## src/cwbd_pkg.sv

```systemverilog
// Shared constants and types for the complementary bridge waveform unit
package cwbd_pkg;

    // ------------------------------------------------------------
    // Widths
    // ------------------------------------------------------------
    localparam int DB_W = 6;
    localparam int SRC_SEL_W = 4;
    localparam int N_OUT = 4;

    // ------------------------------------------------------------
    // Clock rates for the block clock enable
    // ------------------------------------------------------------
    localparam int SYS_CLK_MHZ = 40;
    localparam int FAST_OSC_MHZ = 16;
    localparam int ACC_W = 7;
    localparam logic [ACC_W-1:0] ACC_STEP = ACC_W'(FAST_OSC_MHZ);
    localparam logic [ACC_W-1:0] ACC_WRAP = ACC_W'(SYS_CLK_MHZ);

    // ------------------------------------------------------------
    // Reset values
    // ------------------------------------------------------------
    localparam logic [DB_W-1:0] DB_RST = 6'h00;
    localparam logic [N_OUT-1:0] OUT_RST = 4'h0;
    localparam logic [ACC_W-1:0] ACC_RST = 7'h00;

    // ------------------------------------------------------------
    // Clock select values
    // ------------------------------------------------------------
    localparam logic CLK_SEL_SYS = 1'b0;
    localparam logic CLK_SEL_FAST = 1'b1;

    // ------------------------------------------------------------
    // Operating modes
    // ------------------------------------------------------------
    typedef enum logic [2:0] {
        CWBD_STEER_ASYNC = 3'b000,
        CWBD_STEER_SYNC = 3'b001,
        CWBD_FULL_FWD = 3'b010,
        CWBD_FULL_REV = 3'b011,
        CWBD_HALF = 3'b100,
        CWBD_PUSH_PULL = 3'b101,
        CWBD_RSVD_6 = 3'b110,
        CWBD_RSVD_7 = 3'b111
    } cwbd_mode_t;

    // Static configuration from software; pol bit set means active-high
    typedef struct packed {
        cwbd_mode_t mode;
        logic [N_OUT-1:0] pol;
        logic [N_OUT-1:0] steer;
        logic clk_sel;
        logic [SRC_SEL_W-1:0] in_sel;
    } cwbd_cfg_t;

    // Dead-band write strobes and data
    typedef struct packed {
        logic rise_wr;
        logic [DB_W-1:0] rise_val;
        logic fall_wr;
        logic [DB_W-1:0] fall_val;
        logic load_req;
    } cwbd_db_wr_t;

endpackage

```

## src/cwbd_bridge_driver.sv

```systemverilog
// Complementary bridge waveform unit: mode logic, dead band, polarity, steering
module cwbd_bridge_driver #(
    parameter int N_SRC = 16
) (
    input wire logic CORE_CLK_IN,
    input wire logic RST_N_IN,
    input wire logic EN_IN,
    input wire logic SHUTDOWN_IN,
    input wire cwbd_pkg::cwbd_cfg_t CFG_IN,
    input wire cwbd_pkg::cwbd_db_wr_t DB_WR_IN,
    input wire logic [N_SRC-1:0] SRC_IN,
    output logic BRIDGE_OUT_A_OUT,
    output logic BRIDGE_OUT_B_OUT,
    output logic BRIDGE_OUT_C_OUT,
    output logic BRIDGE_OUT_D_OUT,
    output logic LOAD_PENDING_OUT,
    output logic [cwbd_pkg::DB_W-1:0] RISE_DB_ACTIVE_OUT,
    output logic [cwbd_pkg::DB_W-1:0] FALL_DB_ACTIVE_OUT,
    output logic PP_PHASE_OUT,
    output logic DIR_REVERSE_OUT
);
    import cwbd_pkg::*;

    // ------------------------------------------------------------
    // Input source synchroniser and selection
    // ------------------------------------------------------------
    logic [N_SRC-1:0] src_meta_ff;
    logic [N_SRC-1:0] src_sync_ff;
    logic sig_d_ff;
    logic sig;
    logic sig_rise;
    logic sig_fall;
    logic en;
    cwbd_mode_t mode;

    always_ff @(posedge CORE_CLK_IN)
    begin
        if (!RST_N_IN)
        begin
            src_meta_ff <= '0;
            src_sync_ff <= '0;
        end
        else
        begin
            src_meta_ff <= SRC_IN;
            src_sync_ff <= src_meta_ff;
        end
    end

    // Out-of-range selections read as a quiet low input
    assign sig = (32'(CFG_IN.in_sel) < N_SRC) ? src_sync_ff[CFG_IN.in_sel] : 1'b0;
    assign sig_rise = sig & ~sig_d_ff;
    assign sig_fall = ~sig & sig_d_ff;
    assign en = EN_IN;
    assign mode = CFG_IN.mode;

    always_ff @(posedge CORE_CLK_IN)
    begin
        if (!RST_N_IN)
            sig_d_ff <= 1'b0;
        else
            sig_d_ff <= sig;
    end

    // ------------------------------------------------------------
    // Block clock enable
    // ------------------------------------------------------------
    // The fast oscillator rate is made as a fractional enable from the one core clock
    logic [ACC_W-1:0] acc_ff;
    logic [ACC_W-1:0] acc_sum;
    logic tick;

    assign acc_sum = acc_ff + ACC_STEP;
    assign tick = (CFG_IN.clk_sel == CLK_SEL_SYS) ? 1'b1 : (acc_sum >= ACC_WRAP);

    always_ff @(posedge CORE_CLK_IN)
    begin
        if (!RST_N_IN || CFG_IN.clk_sel == CLK_SEL_SYS)
            acc_ff <= ACC_RST;
        else if (acc_sum >= ACC_WRAP)
            acc_ff <= acc_sum - ACC_WRAP;
        else
            acc_ff <= acc_sum;
    end

    // ------------------------------------------------------------
    // Dead-band double buffer
    // ------------------------------------------------------------
    logic [DB_W-1:0] dbr_buf_ff;
    logic [DB_W-1:0] dbf_buf_ff;
    logic [DB_W-1:0] dbr_act_ff;
    logic [DB_W-1:0] dbf_act_ff;
    logic ld_ff;

    always_ff @(posedge CORE_CLK_IN)
    begin
        if (!RST_N_IN)
        begin
            dbr_buf_ff <= DB_RST;
            dbr_act_ff <= DB_RST;
        end
        else if (DB_WR_IN.rise_wr)
        begin
            dbr_buf_ff <= DB_WR_IN.rise_val;
            if (!en)
                dbr_act_ff <= DB_WR_IN.rise_val;
        end
        else if (en && ld_ff && sig_fall)
            dbr_act_ff <= dbr_buf_ff;
    end

    always_ff @(posedge CORE_CLK_IN)
    begin
        if (!RST_N_IN)
        begin
            dbf_buf_ff <= DB_RST;
            dbf_act_ff <= DB_RST;
        end
        else if (DB_WR_IN.fall_wr)
        begin
            dbf_buf_ff <= DB_WR_IN.fall_val;
            if (!en)
                dbf_act_ff <= DB_WR_IN.fall_val;
        end
        else if (en && ld_ff && sig_fall)
            dbf_act_ff <= dbf_buf_ff;
    end

    // A new request in the load cycle keeps the flag set
    always_ff @(posedge CORE_CLK_IN)
    begin
        if (!RST_N_IN)
            ld_ff <= 1'b0;
        else if (DB_WR_IN.load_req)
            ld_ff <= 1'b1;
        else if (en && sig_fall)
            ld_ff <= 1'b0;
    end

    // ------------------------------------------------------------
    // Full-bridge direction
    // ------------------------------------------------------------
    logic is_full;
    logic is_half;
    logic dir_rev_ff;
    logic fb_wait_ff;
    logic dir_change;
    logic [1:0] db_done_ff;

    assign is_full = (mode == CWBD_FULL_FWD) || (mode == CWBD_FULL_REV);
    assign is_half = (mode == CWBD_HALF);
    assign dir_change = is_full && sig_rise && (mode[0] != dir_rev_ff);

    always_ff @(posedge CORE_CLK_IN)
    begin
        if (!RST_N_IN)
        begin
            dir_rev_ff <= 1'b0;
            fb_wait_ff <= 1'b0;
        end
        else if (!en || !is_full)
        begin
            dir_rev_ff <= mode[0];
            fb_wait_ff <= 1'b0;
        end
        else if (dir_change)
        begin
            dir_rev_ff <= mode[0];
            fb_wait_ff <= 1'b1;
        end
        else if (fb_wait_ff && db_done_ff[dir_rev_ff ? 0 : 1])
            fb_wait_ff <= 1'b0;
    end

    // ------------------------------------------------------------
    // Dead-band counters: index 0 rise/reverse, index 1 fall/forward
    // ------------------------------------------------------------
    logic [DB_W-1:0] db_cnt_ff [2];
    logic [1:0] db_run_ff;
    logic [1:0] db_start;
    logic [1:0] db_abort;
    logic [DB_W-1:0] db_lim [2];

    assign db_lim[0] = dbr_act_ff;
    assign db_lim[1] = dbf_act_ff;
    assign db_start[0] = is_half ? sig_rise : (dir_change && mode[0]);
    assign db_start[1] = is_half ? sig_fall : (dir_change && !mode[0]);
    // In half-bridge mode only, losing the input mid-count cancels the pending edge
    assign db_abort[0] = is_half && sig_fall;
    assign db_abort[1] = is_half && sig_rise;

    always_ff @(posedge CORE_CLK_IN)
    begin
        for (int k = 0; k < 2; k++)
        begin
            if (!RST_N_IN || !en || !(is_half || is_full))
            begin
                db_cnt_ff[k] <= DB_RST;
                db_run_ff[k] <= 1'b0;
                db_done_ff[k] <= 1'b0;
            end
            else if (db_start[k])
            begin
                db_cnt_ff[k] <= DB_RST;
                db_run_ff[k] <= (db_lim[k] != DB_RST);
                db_done_ff[k] <= (db_lim[k] == DB_RST);
            end
            else if (db_abort[k])
            begin
                db_cnt_ff[k] <= DB_RST;
                db_run_ff[k] <= 1'b0;
                db_done_ff[k] <= 1'b0;
            end
            else if (db_run_ff[k] && tick)
            begin
                db_cnt_ff[k] <= db_cnt_ff[k] + 6'h01;
                if (db_cnt_ff[k] + 6'h01 == db_lim[k])
                begin
                    db_run_ff[k] <= 1'b0;
                    db_done_ff[k] <= 1'b1;
                end
            end
        end
    end

    // ------------------------------------------------------------
    // Push-pull sequencer
    // ------------------------------------------------------------
    logic pp_phase_ff;

    always_ff @(posedge CORE_CLK_IN)
    begin
        if (!RST_N_IN || !en || SHUTDOWN_IN)
            pp_phase_ff <= 1'b0;
        else if (mode == CWBD_PUSH_PULL && sig_fall)
            pp_phase_ff <= ~pp_phase_ff;
    end

    // ------------------------------------------------------------
    // Steering selection
    // ------------------------------------------------------------
    logic [N_OUT-1:0] steer_act_ff;

    always_ff @(posedge CORE_CLK_IN)
    begin
        if (!RST_N_IN)
            steer_act_ff <= OUT_RST;
        else if (mode == CWBD_STEER_ASYNC)
            steer_act_ff <= CFG_IN.steer;
        else if (mode != CWBD_STEER_SYNC || sig_rise)
            steer_act_ff <= CFG_IN.steer;
    end

    // ------------------------------------------------------------
    // Output formation
    // ------------------------------------------------------------
    logic [N_OUT-1:0] raw;
    logic [N_OUT-1:0] out_nxt;
    logic [N_OUT-1:0] out_ff;

    always_comb
    begin
        raw = OUT_RST;
        case (mode)
            CWBD_HALF:
            begin
                raw[0] = sig & db_done_ff[0];
                raw[1] = ~sig & db_done_ff[1];
                raw[2] = raw[0];
                raw[3] = raw[1];
            end
            CWBD_PUSH_PULL:
            begin
                raw[0] = sig & ~pp_phase_ff;
                raw[1] = sig & pp_phase_ff;
                raw[2] = raw[0];
                raw[3] = raw[1];
            end
            CWBD_FULL_FWD, CWBD_FULL_REV:
            begin
                raw[0] = ~dir_rev_ff;
                raw[2] = dir_rev_ff;
                raw[1] = dir_rev_ff & sig & ~fb_wait_ff;
                raw[3] = ~dir_rev_ff & sig & ~fb_wait_ff;
            end
            CWBD_STEER_ASYNC, CWBD_STEER_SYNC:
                raw = steer_act_ff & {N_OUT{sig}};
            default:
                raw = OUT_RST;
        endcase
    end

    always_comb
    begin
        out_nxt = ~CFG_IN.pol;
        if (en)
        begin
            for (int k = 0; k < N_OUT; k++)
            begin
                if ((mode == CWBD_STEER_ASYNC || mode == CWBD_STEER_SYNC) && !steer_act_ff[k])
                    out_nxt[k] = 1'b0;
                else
                    out_nxt[k] = CFG_IN.pol[k] ? raw[k] : ~raw[k];
            end
        end
    end

    always_ff @(posedge CORE_CLK_IN)
    begin
        if (!RST_N_IN)
            out_ff <= OUT_RST;
        else
            out_ff <= out_nxt;
    end

    assign BRIDGE_OUT_A_OUT = out_ff[0];
    assign BRIDGE_OUT_B_OUT = out_ff[1];
    assign BRIDGE_OUT_C_OUT = out_ff[2];
    assign BRIDGE_OUT_D_OUT = out_ff[3];
    assign LOAD_PENDING_OUT = ld_ff;
    assign RISE_DB_ACTIVE_OUT = dbr_act_ff;
    assign FALL_DB_ACTIVE_OUT = dbf_act_ff;
    assign PP_PHASE_OUT = pp_phase_ff;
    assign DIR_REVERSE_OUT = dir_rev_ff;
endmodule

```

## config.mk

```make
export PLATFORM = sky130hd
export DESIGN_NAME = cwbd_bridge_driver
export DESIGN_NICKNAME = d
export VERILOG_FILES = /design/src/cwbd_pkg.sv /design/src/cwbd_bridge_driver.sv
export SDC_FILE = /design/constraint.sdc
export NUM_CORES = 1
export LEC_CHECK = 0
export ABC_AREA = 0
export BUFFER_PORTS_ARGS = -buffer_cell sky130_fd_sc_hd__buf_2
export CAP_MARGIN = 20
export CORE_ASPECT_RATIO = 1.4
export CORE_MARGIN = 2
export CORE_UTILIZATION = 55
export DETAILED_ROUTE_END_ITERATION = 10
export PLACE_DENSITY = 0.78
export SYNTH_ARGS = -nofsm -noshare
export SYNTH_HDL_FRONTEND = slang
export SYNTH_SLANG_ARGS = --single-unit
```

## constraint.sdc

```tcl
create_clock -name CORE_CLK_IN -period 3.27 [get_ports CORE_CLK_IN]
set_input_delay 0.327 -clock CORE_CLK_IN [delete_from_list [all_inputs] [get_ports CORE_CLK_IN]]
set_output_delay 0.327 -clock CORE_CLK_IN [all_outputs]
set_load 0.02 [all_outputs]
```

==> results.md, run 1 <==
- Status: complete, no violations
- Minimum period implied by the final worst setup slack: between 2 and 2.5 ns
- Most frequent cells after synthesis: sky130_fd_sc_hd__dfxtp_1, sky130_fd_sc_hd__and2_1, sky130_fd_sc_hd__mux2i_1
- Mapped Cells: 400
- Transition time of the tightest slew-check pin: between 0.5 and 0.6 ns
- Total gr overflow: 0
- Final TNS setup: 0 ns
- Site row count: 37
- Area enclosed by the die boundary: just over 8000 sq um
- Worst VDD drop: between 0.0003 and 0.0004 V
- Number of distinct library cells after synthesis: between 50 and 60
- Dominant register cell in the synthesized netlist: sky130_fd_sc_hd__dfxtp_1
- Sequential share of the synthesized area: a little under half
- Final WS setup: between 0.9 and 1 ns
- Top-count cell post-synth: sky130_fd_sc_hd__dfxtp_1
- Total via count after detailed routing: around 3000
- Post-layout instance area: between 4000 and 5000 sq um
- Critical path arrival: 2.43 ns
- Type of element capturing the critical path: flip-flop
- Area after detailed placement: ~4500 sq um
- Crit path buf inv count: 1
- Slowest stage cell, crit path: sky130_fd_sc_hd__or3_1
- Die Wd: around 77 um
- Core box area: between 7000 and 8000 sq um
- Power density over the cells: about 460 nW/um^2
- Crit path max fanout: 11
- Proportion of layout cells with a drive suffix above 1: approximately a quarter
- Class of the most critical hold timing path: input port to flip-flop
- Post-synthesis average cell area: 10.3 sq um
- Portion of the clock cycle consumed by the worst path in the final layout: between 70% and 80%
- Wire length of the first global-routing pass: 12700 um
- Count of nets after finishing: 522
- Mean routed wirelength per cell: 13.0 um
- Final weighted congestion in routability-driven placement: approximately 0.83
- H-tree Lvls: 3
- Final setup skew: approximately 0.013 ns
- Max Cap Violations: 0
- I/O Pins: 70
- Number of global-route vias before repair: approximately 2800
- Count of placed standard cells in the final layout, fillers left out: roughly 570
- Count of endpoints failing hold in the final timing report: 0
- Number of remaining DRC errors: 0
- Final setup fails: 0
- Ant diodes: 0
- Number of buffers on the longest clock path: 2
- Post-Place Worst Slack: around 0.66 ns
- Cells along the critical path: mux4_2, and2_4, nor3_2, buf_4, or2_2, o21ai_2, or3_1
- Clock tree from TritonCTS: done
- Syn Std Cell Area: around 4100 sq um
- Overall die height: 106 um
- Post-route antenna net violation count: 0
- Critical path type: flip-flop to flip-flop
- Reg clk slew, reported paths: ~0.09 ns
- Final Routed Wirelength: 7370 um
- Type of element launching the critical path: flip-flop
- Cell family with most CP delay: simple AND/OR/NAND/NOR gates
- Vias per inst: about 5.3
- Root buffer cell: sky130_fd_sc_hd__clkbuf_8
- Critical Path Max Stage Delay: approximately 0.50 ns
- Seq cells post-synth: 89
- Antenna violations before repair: 0
- Pre-antenna DRT Iters: 4
- DRC marker count from the first detailed-route iteration: 113
- Count of flip-flops with a built-in enable after synthesis: 12
- CP Data Required Time: ~3.4 ns
- Number of I/O port buffers: between 60 and 70
- YS warnings: 0
- Global-route usage over all layers: between 10% and 20%
- Setup repair after global routing missed its margin: no
- Pin count of the biggest net entering global routing: 75
- Post-cts resize count: 0
- Latest clock arrival within the worst-skew pair: 0.36 ns
- DP Wirelength: ~5600 um
- Static Leakage: approximately 2.0 nW
- Number of clock sinks: 89
- Max Clk Rate: between 0.4 and 0.5 GHz
- Postcts setup bufs: 0
- Post-synthesis async set-or-reset flop share: 0%
- Fraction of synthesized cell area taken by the top area cell type: a little under two fifths
- FILL cells: between 600 and 700
- Rel. slew slack: between 60% and 70%
- Clock buffer count from CTS: 9
- Initial Utilization: between 50% and 60%
- Placed Instances: between 500 and 600
- Top cells by area in the synthesized netlist: sky130_fd_sc_hd__dfxtp_1, sky130_fd_sc_hd__edfxtp_1, sky130_fd_sc_hd__and2_1
- Net count after synthesis: about 460
- Final count of pins violating max slew: 0
- Area growth from synthesis to layout: 14.3%
- Count of hold buffers inserted by post-cts repair: 0
- Area leader, netlist: sky130_fd_sc_hd__dfxtp_1
## power breakdown
group	switching (mW)	leakage, nW	internal, mW	total [mW]
clock network	0.415	0.0965	0.298	0.712
registers	0.0306	0.777	1.16	1.19
logic	0.143	1.09	0.123	0.266
total	0.588	1.96	1.58	2.17
## area by class of cell
| class | count | area, sq um | share of cell area, % |
|---|---|---|---|
| clock buffer | 9 | 124 | 2.64 |
| clock inverter | 7 | 65.1 | 1.39 |
| inverter | 10 | 37.5 | 0.801 |
| multi-input combinational | 282 | 2070 | 44.2 |
| sequential | 89 | 1900 | 40.6 |
| tap | 97 | 121 | 2.59 |
| timing repair buffer | 72 | 368 | 7.85 |
## routing by layer
layer	wire length, um	share of wire, %	GRT usage (%)	up-vias
met5	0	0	0	-
met4	140	1.9	7.78	0
met3	496	6.7	6.54	12
met2	3680	50	32.7	87
met1	3050	41	22.1	1364
li1	-	-	-	1530
## sequential cells by signal, indices dropped and copies added (netlist names), 2 cells and up
register,flops
acc_ff,4
db_cnt_ff,12
steer_act_ff,4
src_sync_ff,16
out_ff,4
src_meta_ff,16
dbr_buf_ff,6
db_run_ff,2
RISE_DB_ACTIVE_OUT,6
db_done_ff,2
FALL_DB_ACTIVE_OUT,6
dbf_buf_ff,6
## logic make-up after synthesis
family	Yosys count	share of synthesized area (%)
xor+xnor	29	6.53
buf+inv	29	3.11
flops	89	46.4
simple gates	158	22.0
compound gates	50	9.92
mux	38	9.95
fa+ha+maj	7	2.14
## metrics by stage
stage / utilization, % / power, mW / hold slack, ns
after floorplan: - / 1.40 / 0.406
after global placement: 61.9 / 1.47 / 0.416
after detailed placement: 61.9 / 1.48 / 0.417
after CTS: 64.5 / 2.19 / 0.119
after global routing: 64.5 / 2.28 / 0.0999
final: 64.5 / 2.17 / 0.128
## cells in the final DEF (no fill, tap or decap), drive strengths merged, types with 4 or more instances in the layout
master,n
nand2b,6
buf,72
nor2b,16
nand3,8
mux2,12
inv,16
a21oi,6
and2,48
dfxtp,77
edfxtp,12
o21ai,12
nor2,16
nor4,10
mux2i,25
nor3,16
xor2,12
clkbuf,9
ha,7
o211ai,5
xnor2,16
o32ai,4
nand2,23
## path summary, 6_finish.rpt
check	start	endpoint	slack, ns	depth (start not counted)
worst max-delay path	src_sync_ff[15]	db_cnt_ff[1][5]	0.91	7
worst min register to register	src_meta_ff[8]	src_sync_ff[8]	0.44	1
worst min-delay path	SHUTDOWN_IN	PP_PHASE_OUT	0.13	2
worst max register to register	src_sync_ff[15]	db_cnt_ff[1][5]	0.91	7
Note: power is estimated with default switching activity, not from simulation.
==> run 2: changes to the inputs <==
--- a/config.mk
+++ b/config.mk
@@ -5,7 +5,7 @@
 export SDC_FILE = /design/constraint.sdc
 export NUM_CORES = 1
 export LEC_CHECK = 0
-export ABC_AREA = 0
+export ABC_AREA = 1
 export BUFFER_PORTS_ARGS = -buffer_cell sky130_fd_sc_hd__buf_2
 export CAP_MARGIN = 20
 export CORE_ASPECT_RATIO = 1.4
==> constraint.sdc (replaced) <==
create_clock -name CORE_CLK_IN -period 2.2 [get_ports CORE_CLK_IN]
set_input_delay 0.22 -clock CORE_CLK_IN [delete_from_list [all_inputs] [get_ports CORE_CLK_IN]]
set_output_delay 0.22 -clock CORE_CLK_IN [all_outputs]
set_load 0.02 [all_outputs]
==> run 2 against run 1 <==
Effect of this change:
- via count increased by 17%
- fmax increased by 24%
- sequential share of layout area decreased by 0.84 points
- synthesized cell count increased by 39%
- critical path type unchanged
- clock power increased by 50%
==> results.md, run 2 <==
- Setup repair after global routing missed its margin: no
- Count of flip-flops with a built-in enable after synthesis: 12
- Root buffer cell: sky130_fd_sc_hd__clkbuf_8
- Post-cts resize count: 0
- Most frequent cells after synthesis: sky130_fd_sc_hd__nand2_1, sky130_fd_sc_hd__inv_1, sky130_fd_sc_hd__dfxtp_1
- Final TNS setup: 0 ns
- Syn Std Cell Area: around 4200 sq um
- Worst R2R Setup Slack: slightly above 0.3 ns
- Mapped Cells: ~560
- Die Wd: about 77 um
- Reg clk slew, reported paths: about 0.09 ns
- Area growth from synthesis to layout: 15.1%
- CP Data Required Time: between 2 and 3 ns
- Number of distinct library cells after synthesis: 35
- Number of clock sinks: roughly 90
- Post-synthesis async set-or-reset flop share: 0%
- Sequential share of the synthesized area: about 46%
- Critical path type: flip-flop to flip-flop
- DP Wirelength: between 6000 and 7000 um
- H-tree Lvls: 3
- Final setup fails: 0
- Rel. slew slack: about two thirds
- Number of I/O port buffers: just under 70
- Top cells by area in the synthesized netlist: sky130_fd_sc_hd__dfxtp_1, sky130_fd_sc_hd__nand2_1, sky130_fd_sc_hd__inv_1
- Total gr overflow: 0
- Tot Pwr: roughly 3.3 mW
- Type of element launching the critical path: flip-flop
- Pin count of the biggest net entering global routing: 52
- Vias per inst: between 4 and 5
- Wire length of the first global-routing pass: approximately 14000 um
- YS warnings: 0
- Final count of pins violating max slew: 0
- Minimum period implied by the final worst setup slack: 1.89 ns
- Latest clock arrival within the worst-skew pair: around 0.36 ns
- Crit path max fanout: 5
- Post-synthesis average cell area: 7.48 sq um
- Clock buffer count from CTS: 9
- Mean routed wirelength per cell: around 11 um
- Most common cell after layout, fill and taps aside: sky130_fd_sc_hd__nand2_1
- Number of global-route vias before repair: 3414
- WHS Endpoint: src_meta_ff[15]
- Final setup skew: around 0.009 ns
- Number of remaining DRC errors: 0
- Transition time of the tightest slew-check pin: between 0.5 and 0.6 ns
- FILL cells: about 630
- Ant diodes: 0
- Proportion of layout cells with a drive suffix above 1: between 10% and 20%
- Portion of the clock cycle consumed by the worst path in the final layout: 86.1%
- Number of buffers on the longest clock path: 2
- Hold Crit Start: SRC_IN[15]
- Count of placed standard cells in the final layout, fillers left out: 729
- Top-count cell post-synth: sky130_fd_sc_hd__nand2_1
- Most used cells in the layout excluding fill and tap cells: sky130_fd_sc_hd__nand2_1, sky130_fd_sc_hd__inv_1, sky130_fd_sc_hd__dfxtp_1
- Antenna violations before repair: 0
- Area enclosed by the die boundary: between 8000 and 9000 sq um
- Status: complete, no violations
- Class of the most critical hold timing path: input port to flip-flop
- Clock tree from TritonCTS: done
- Static Leakage: 2.47 nW
- Dominant register cell in the synthesized netlist: sky130_fd_sc_hd__dfxtp_1
- Critical path arrival: around 2.2 ns
- Overall die height: 107 um
- GR peak layer: met2
- Core box area: about 7400 sq um
- Area leader, netlist: sky130_fd_sc_hd__dfxtp_1
- Total via count after detailed routing: roughly 3500
- Global-route met1 utilization: between 20% and 30%
- Final weighted congestion in routability-driven placement: 0.844
- Global-route usage over all layers: between 20% and 30%
- Power density over the cells: ~690 nW/um^2
- Reg2Reg Launch Point: acc_ff[4]
- DRC marker count from the first detailed-route iteration: 121
- Max Clk Rate: between 0.5 and 0.6 GHz
- Max Cap Violations: 0
- Global routing met2 resource utilization: 38.8%
- Final Routed Wirelength: roughly 8000 um
- Postcts setup bufs: 0
- Pre-antenna DRT Iters: 6
- Placed Instances: 713
- I/O Pins: 70
- Registers with the most flip-flops: src_meta_ff (16), src_sync_ff (16), db_cnt_ff (12)
- Count of nets after finishing: 685
- Seq cells post-synth: 89
- Count of hold buffers inserted by post-cts repair: 0
- Worst VDD drop: roughly 0.00057 V
- Post-route antenna net violation count: 0
- Initial Utilization: 56.5%
- Type of element capturing the critical path: flip-flop
- Cell count of the worst hold path: 3
- Capture point of the worst reg-to-reg path: db_done_ff[1]
- Path depth of the worst reg2reg path: 11
- Site row count: 37
- GR met3 Demand/Resource: approximately 4.8%
- Net count after synthesis: roughly 610
- Fraction of synthesized cell area taken by the top area cell type: 37.1%
- Count of endpoints failing hold in the final timing report: 0
run 2: changes by cell type in the layout (fill, tap and decap cells not counted), moves of 9 or more:
cell                      delta
sky130_fd_sc_hd__inv_1      +91
sky130_fd_sc_hd__mux2i_1    -13
sky130_fd_sc_hd__nor4_1     -10
sky130_fd_sc_hd__nor3_1     -11
sky130_fd_sc_hd__mux2_2     -12
sky130_fd_sc_hd__nor2_1     +56
sky130_fd_sc_hd__a21oi_1    +17
sky130_fd_sc_hd__nor2b_1    -16
sky130_fd_sc_hd__xnor2_1     -9
sky130_fd_sc_hd__nand3_1    +35
sky130_fd_sc_hd__and2_1     -47
sky130_fd_sc_hd__nand2_1   +107
run 2: worst max path at each step:
| stage | start | endpoint | slack [ns] | depth (start not counted) |
|---|---|---|---|---|
| floorplan | DIR_REVERSE_OUT | db_cnt_ff[1][0] | 0.52 | 6 |
| global placement | CFG_IN[0] | db_cnt_ff[1][1] | 0.34 | 10 |
| detailed placement | CFG_IN[0] | db_cnt_ff[1][2] | 0.30 | 10 |
| CTS | acc_ff[4] | db_done_ff[1] | 0.30 | 11 |
| global route | acc_ff[4] | db_done_ff[1] | 0.08 | 11 |
| finish | acc_ff[4] | db_done_ff[1] | 0.31 | 11 |
run 2: power by group:
group          internal, mW  total [mW]  switching, mW
clock network         0.490        1.07          0.583
logic                 0.170       0.445          0.275
registers              1.73        1.78         0.0519
total                  2.39        3.30          0.911
run 2: metal layers:
metal / share of wire [%] / up-vias
met5: 0 / -
met4: 3.3 / 0
met3: 3.7 / 22
met2: 54 / 73
met1: 39 / 1544
li1: - / 1864
run 2: cell families after synthesis:
family	after synthesis	synth area share [%]
muxes	12	2.89
xor gates and xnor gates	11	2.32
and+or+nand+nor	277	30.0
DFF	89	45.7
AOI/OAI and AO/OA	44	5.99
adders and majority gates	7	2.11
buffers and inverters	116	11.0
run 2: cell type report:
cell class	instances	area [sq um]	share of cell area, %
Clock buffer	10	149	3.11
Clock inverter	6	47.5	0.993
Inverter	103	392	8.18
Multi-Input combinational cell	351	1800	37.6
Sequential cell	89	1900	39.7
Tap cell	97	121	2.54
Timing Repair Buffer	73	375	7.84
run 2: worst max-delay path: stages (launching register included):
cell and delay [ns]:
sky130_fd_sc_hd__dfxtp_1 0.42, sky130_fd_sc_hd__inv_1 0.08, sky130_fd_sc_hd__ha_1 0.29, sky130_fd_sc_hd__inv_1 0.08
sky130_fd_sc_hd__nand2_1 0.08, sky130_fd_sc_hd__nand3_1 0.14, sky130_fd_sc_hd__nand2_1 0.11, sky130_fd_sc_hd__nor2_1 0.11
sky130_fd_sc_hd__nand3_1 0.09, sky130_fd_sc_hd__o21ai_0 0.17, sky130_fd_sc_hd__nand4_1 0.12, sky130_fd_sc_hd__a21oi_1 0.14
run 2: metrics by stage:
stage          utilization (%)  hold slack, ns  instance area [sq um]  setup WS [ns]
6_report                  65.0          0.0307                   4790          0.305
5_1_grt                   65.0          0.0158                   4790         0.0842
4_1_cts                   65.0         0.00904                   4790          0.304
3_5_place_dp              62.4           0.396                   4590          0.295
3_3_place_gp              62.4           0.394                   4590          0.340
2_1_floorplan                -           0.318                   4160          0.518
==> run 3: changes to the inputs <==
--- a/config.mk
+++ b/config.mk
@@ -13,6 +13,7 @@
 export CORE_UTILIZATION = 55
 export DETAILED_ROUTE_END_ITERATION = 10
 export PLACE_DENSITY = 0.78
+export RECOVER_POWER = 100
 export SYNTH_ARGS = -nofsm -noshare
 export SYNTH_HDL_FRONTEND = slang
 export SYNTH_SLANG_ARGS = --single-unit
==> run 3 against run 2 <==
Effect of this change:
- final cell count unchanged
- setup slack improved by 0.0030 ns
- worst hold slack got worse by 0.0025 ns
- register-to-register slack about the same
- sequential share of layout area increased by 0.53 points
- flip-flop and latch count unchanged
- utilization decreased by 0.85 points
- largest power group unchanged
==> results.md, run 3 (same netlist as run 2, synthesis figures left out) <==
- CP Data Required Time: approximately 2.5 ns
- Core box area: about 7400 sq um
- Proportion of layout cells with a drive suffix above 1: 13.1%
- Postcts setup bufs: 0
- Most common cell after layout, fill and taps aside: sky130_fd_sc_hd__nand2_1
- Internal: 2.38 mW
- Count of endpoints failing hold in the final timing report: 0
- Number of clock sinks: 89
- Final weighted congestion in routability-driven placement: about 0.84
- Worst-case hold slack: between 0.02 and 0.03 ns
- Final setup fails: 0
- Overall die height: 107 um
- Max Cap Violations: 0
- Final WS setup: about 0.31 ns
- Combinational cell fraction of total power: a little over an eighth
- Ant diodes: 0
- Area after detailed placement: roughly 4600 sq um
- Power share of the clock group: approximately a third
- Vias per inst: a little under 5
- Status: complete, no violations
- Root buffer cell: sky130_fd_sc_hd__clkbuf_8
- Reg clk slew, reported paths: ~0.09 ns
- Type of element capturing the critical path: flip-flop
- Wire length of the first global-routing pass: about 14000 um
- Rel. slew slack: about 37%
- Number of buffers on the longest clock path: 2
- Type of element launching the critical path: flip-flop
- Pre-antenna DRT Iters: 4
- Number of global-route vias before repair: around 3400
- Fin util: roughly 64%
- Count of nets after finishing: approximately 690
- DRC marker count from the first detailed-route iteration: 140
- Number of I/O port buffers: a little under 70
- Area enclosed by the die boundary: around 8300 sq um
- Post-route antenna net violation count: 0
- Post-Place Worst Slack: between 0.2 and 0.3 ns
- Site row count: 37
- Global-route usage over all layers: approximately a fifth
- Number of remaining DRC errors: 0
- Total net switching power: 0.910 mW
- Tot Pwr: 3.29 mW
- Die Wd: ~77 um
- Latest clock arrival within the worst-skew pair: between 0.3 and 0.4 ns
- Transition time of the tightest slew-check pin: ~0.94 ns
- Final count of pins violating max slew: 0
- Registers with the most flip-flops: src_meta_ff (16), src_sync_ff (16), db_cnt_ff (12)
- Setup repair after global routing missed its margin: no
- Critical path type: flip-flop to flip-flop
- Post-cts resize count: 0
- Mean routed wirelength per cell: 11.0 um
- Power density over the cells: between 600 and 700 nW/um^2
- Final Routed Wirelength: between 8000 and 9000 um
- Area growth from synthesis to layout: 13.6%
- Max Clk Rate: roughly 0.53 GHz
- Most used cells in the layout excluding fill and tap cells: sky130_fd_sc_hd__nand2_1, sky130_fd_sc_hd__inv_1, sky130_fd_sc_hd__dfxtp_1
- Minimum period implied by the final worst setup slack: 1.89 ns
- Critical path arrival: between 2 and 2.5 ns
- I/O Pins: 70
- FILL cells: around 650
- Total gr overflow: 0
- Count of placed standard cells in the final layout, fillers left out: 729
- Worst VDD drop: about 0.00057 V
- Post-layout instance area: between 4000 and 5000 sq um
- Portion of the clock cycle consumed by the worst path in the final layout: 86.0%
- Switching fraction of total power: between 20 and 30%
- Final setup skew: 0.00969 ns
- Crit path max fanout: 5
- Antenna violations before repair: 0
- DP Wirelength: ~6200 um
- Sequential Power Share: 54.1%
- Class of the most critical hold timing path: input port to flip-flop
- H-tree Lvls: 3
- Static Leakage: roughly 2.4 nW
- Clock buffer count from CTS: 9
- Placed Instances: a little over 700
- Initial Utilization: roughly 56%
- Clock tree from TritonCTS: done
- Count of hold buffers inserted by post-cts repair: 0
- Pin count of the biggest net entering global routing: 52
- Final TNS setup: 0 ns
- Total via count after detailed routing: between 3000 and 4000
==> run 3: changes by cell type in the layout (fill, tap and decap cells not counted), moves of 2 or more <==
cell / change
sky130_fd_sc_hd__buf_2: -20
sky130_fd_sc_hd__clkbuf_1: +20
sky130_fd_sc_hd__nand2_1: +2
sky130_fd_sc_hd__nand2_2: -2
sky130_fd_sc_hd__nand3_1: +4
sky130_fd_sc_hd__nand3_2: -4
sky130_fd_sc_hd__nor2_1: +2
==> run 3: metal layers <==
| metal | track usage, % | wire length (um) |
|---|---|---|
| met1 | 21.2 | 3160 |
| met2 | 38.8 | 4300 |
| met3 | 4.80 | 297 |
| met4 | 13.3 | 296 |
| met5 | 0 | 0 |
==> run 3: worst max-delay path: stages, from the launching register on <==
cell and delay (ns):
sky130_fd_sc_hd__dfxtp_1 0.42, sky130_fd_sc_hd__inv_1 0.08, sky130_fd_sc_hd__ha_1 0.29, sky130_fd_sc_hd__inv_1 0.08, sky130_fd_sc_hd__nand2_1 0.08, sky130_fd_sc_hd__nand3_1 0.13
sky130_fd_sc_hd__nand2_1 0.11, sky130_fd_sc_hd__nor2_1 0.11, sky130_fd_sc_hd__nand3_1 0.09, sky130_fd_sc_hd__o21ai_0 0.17, sky130_fd_sc_hd__nand4_1 0.12, sky130_fd_sc_hd__a21oi_1 0.14
==> run 3: final timing paths <==
path                   start         endpoint  slack, ns  cells past startpoint
max reg2reg        acc_ff[4]    db_done_ff[1]       0.31                     11
min reg2reg  src_meta_ff[10]  src_sync_ff[10]       0.41                      2
max                acc_ff[4]    db_done_ff[1]       0.31                     11
min                SRC_IN[5]   src_meta_ff[5]       0.03                      3
==> run 3: final cells by class <==
class	instances	area (sq um)	share of cell area, %
clock buffer	10	149	3.15
clock inverter	6	47.5	1.01
inverter	103	392	8.29
multi-input combinational	351	1770	37.4
sequential	89	1900	40.3
tap	97	121	2.57
timing repair buffer	73	348	7.36
==> run 3: power by group through the flow <==
stage                     logic (mW)  clock network (mW)  registers [mW]
after global placement         0.434                   0            1.81
after CTS                      0.446                1.11            1.78
final                          0.433                1.08            1.78
after detailed placement       0.444                   0            1.82
after global routing           0.497                1.17            1.79
after floorplan                0.290                   0            1.84
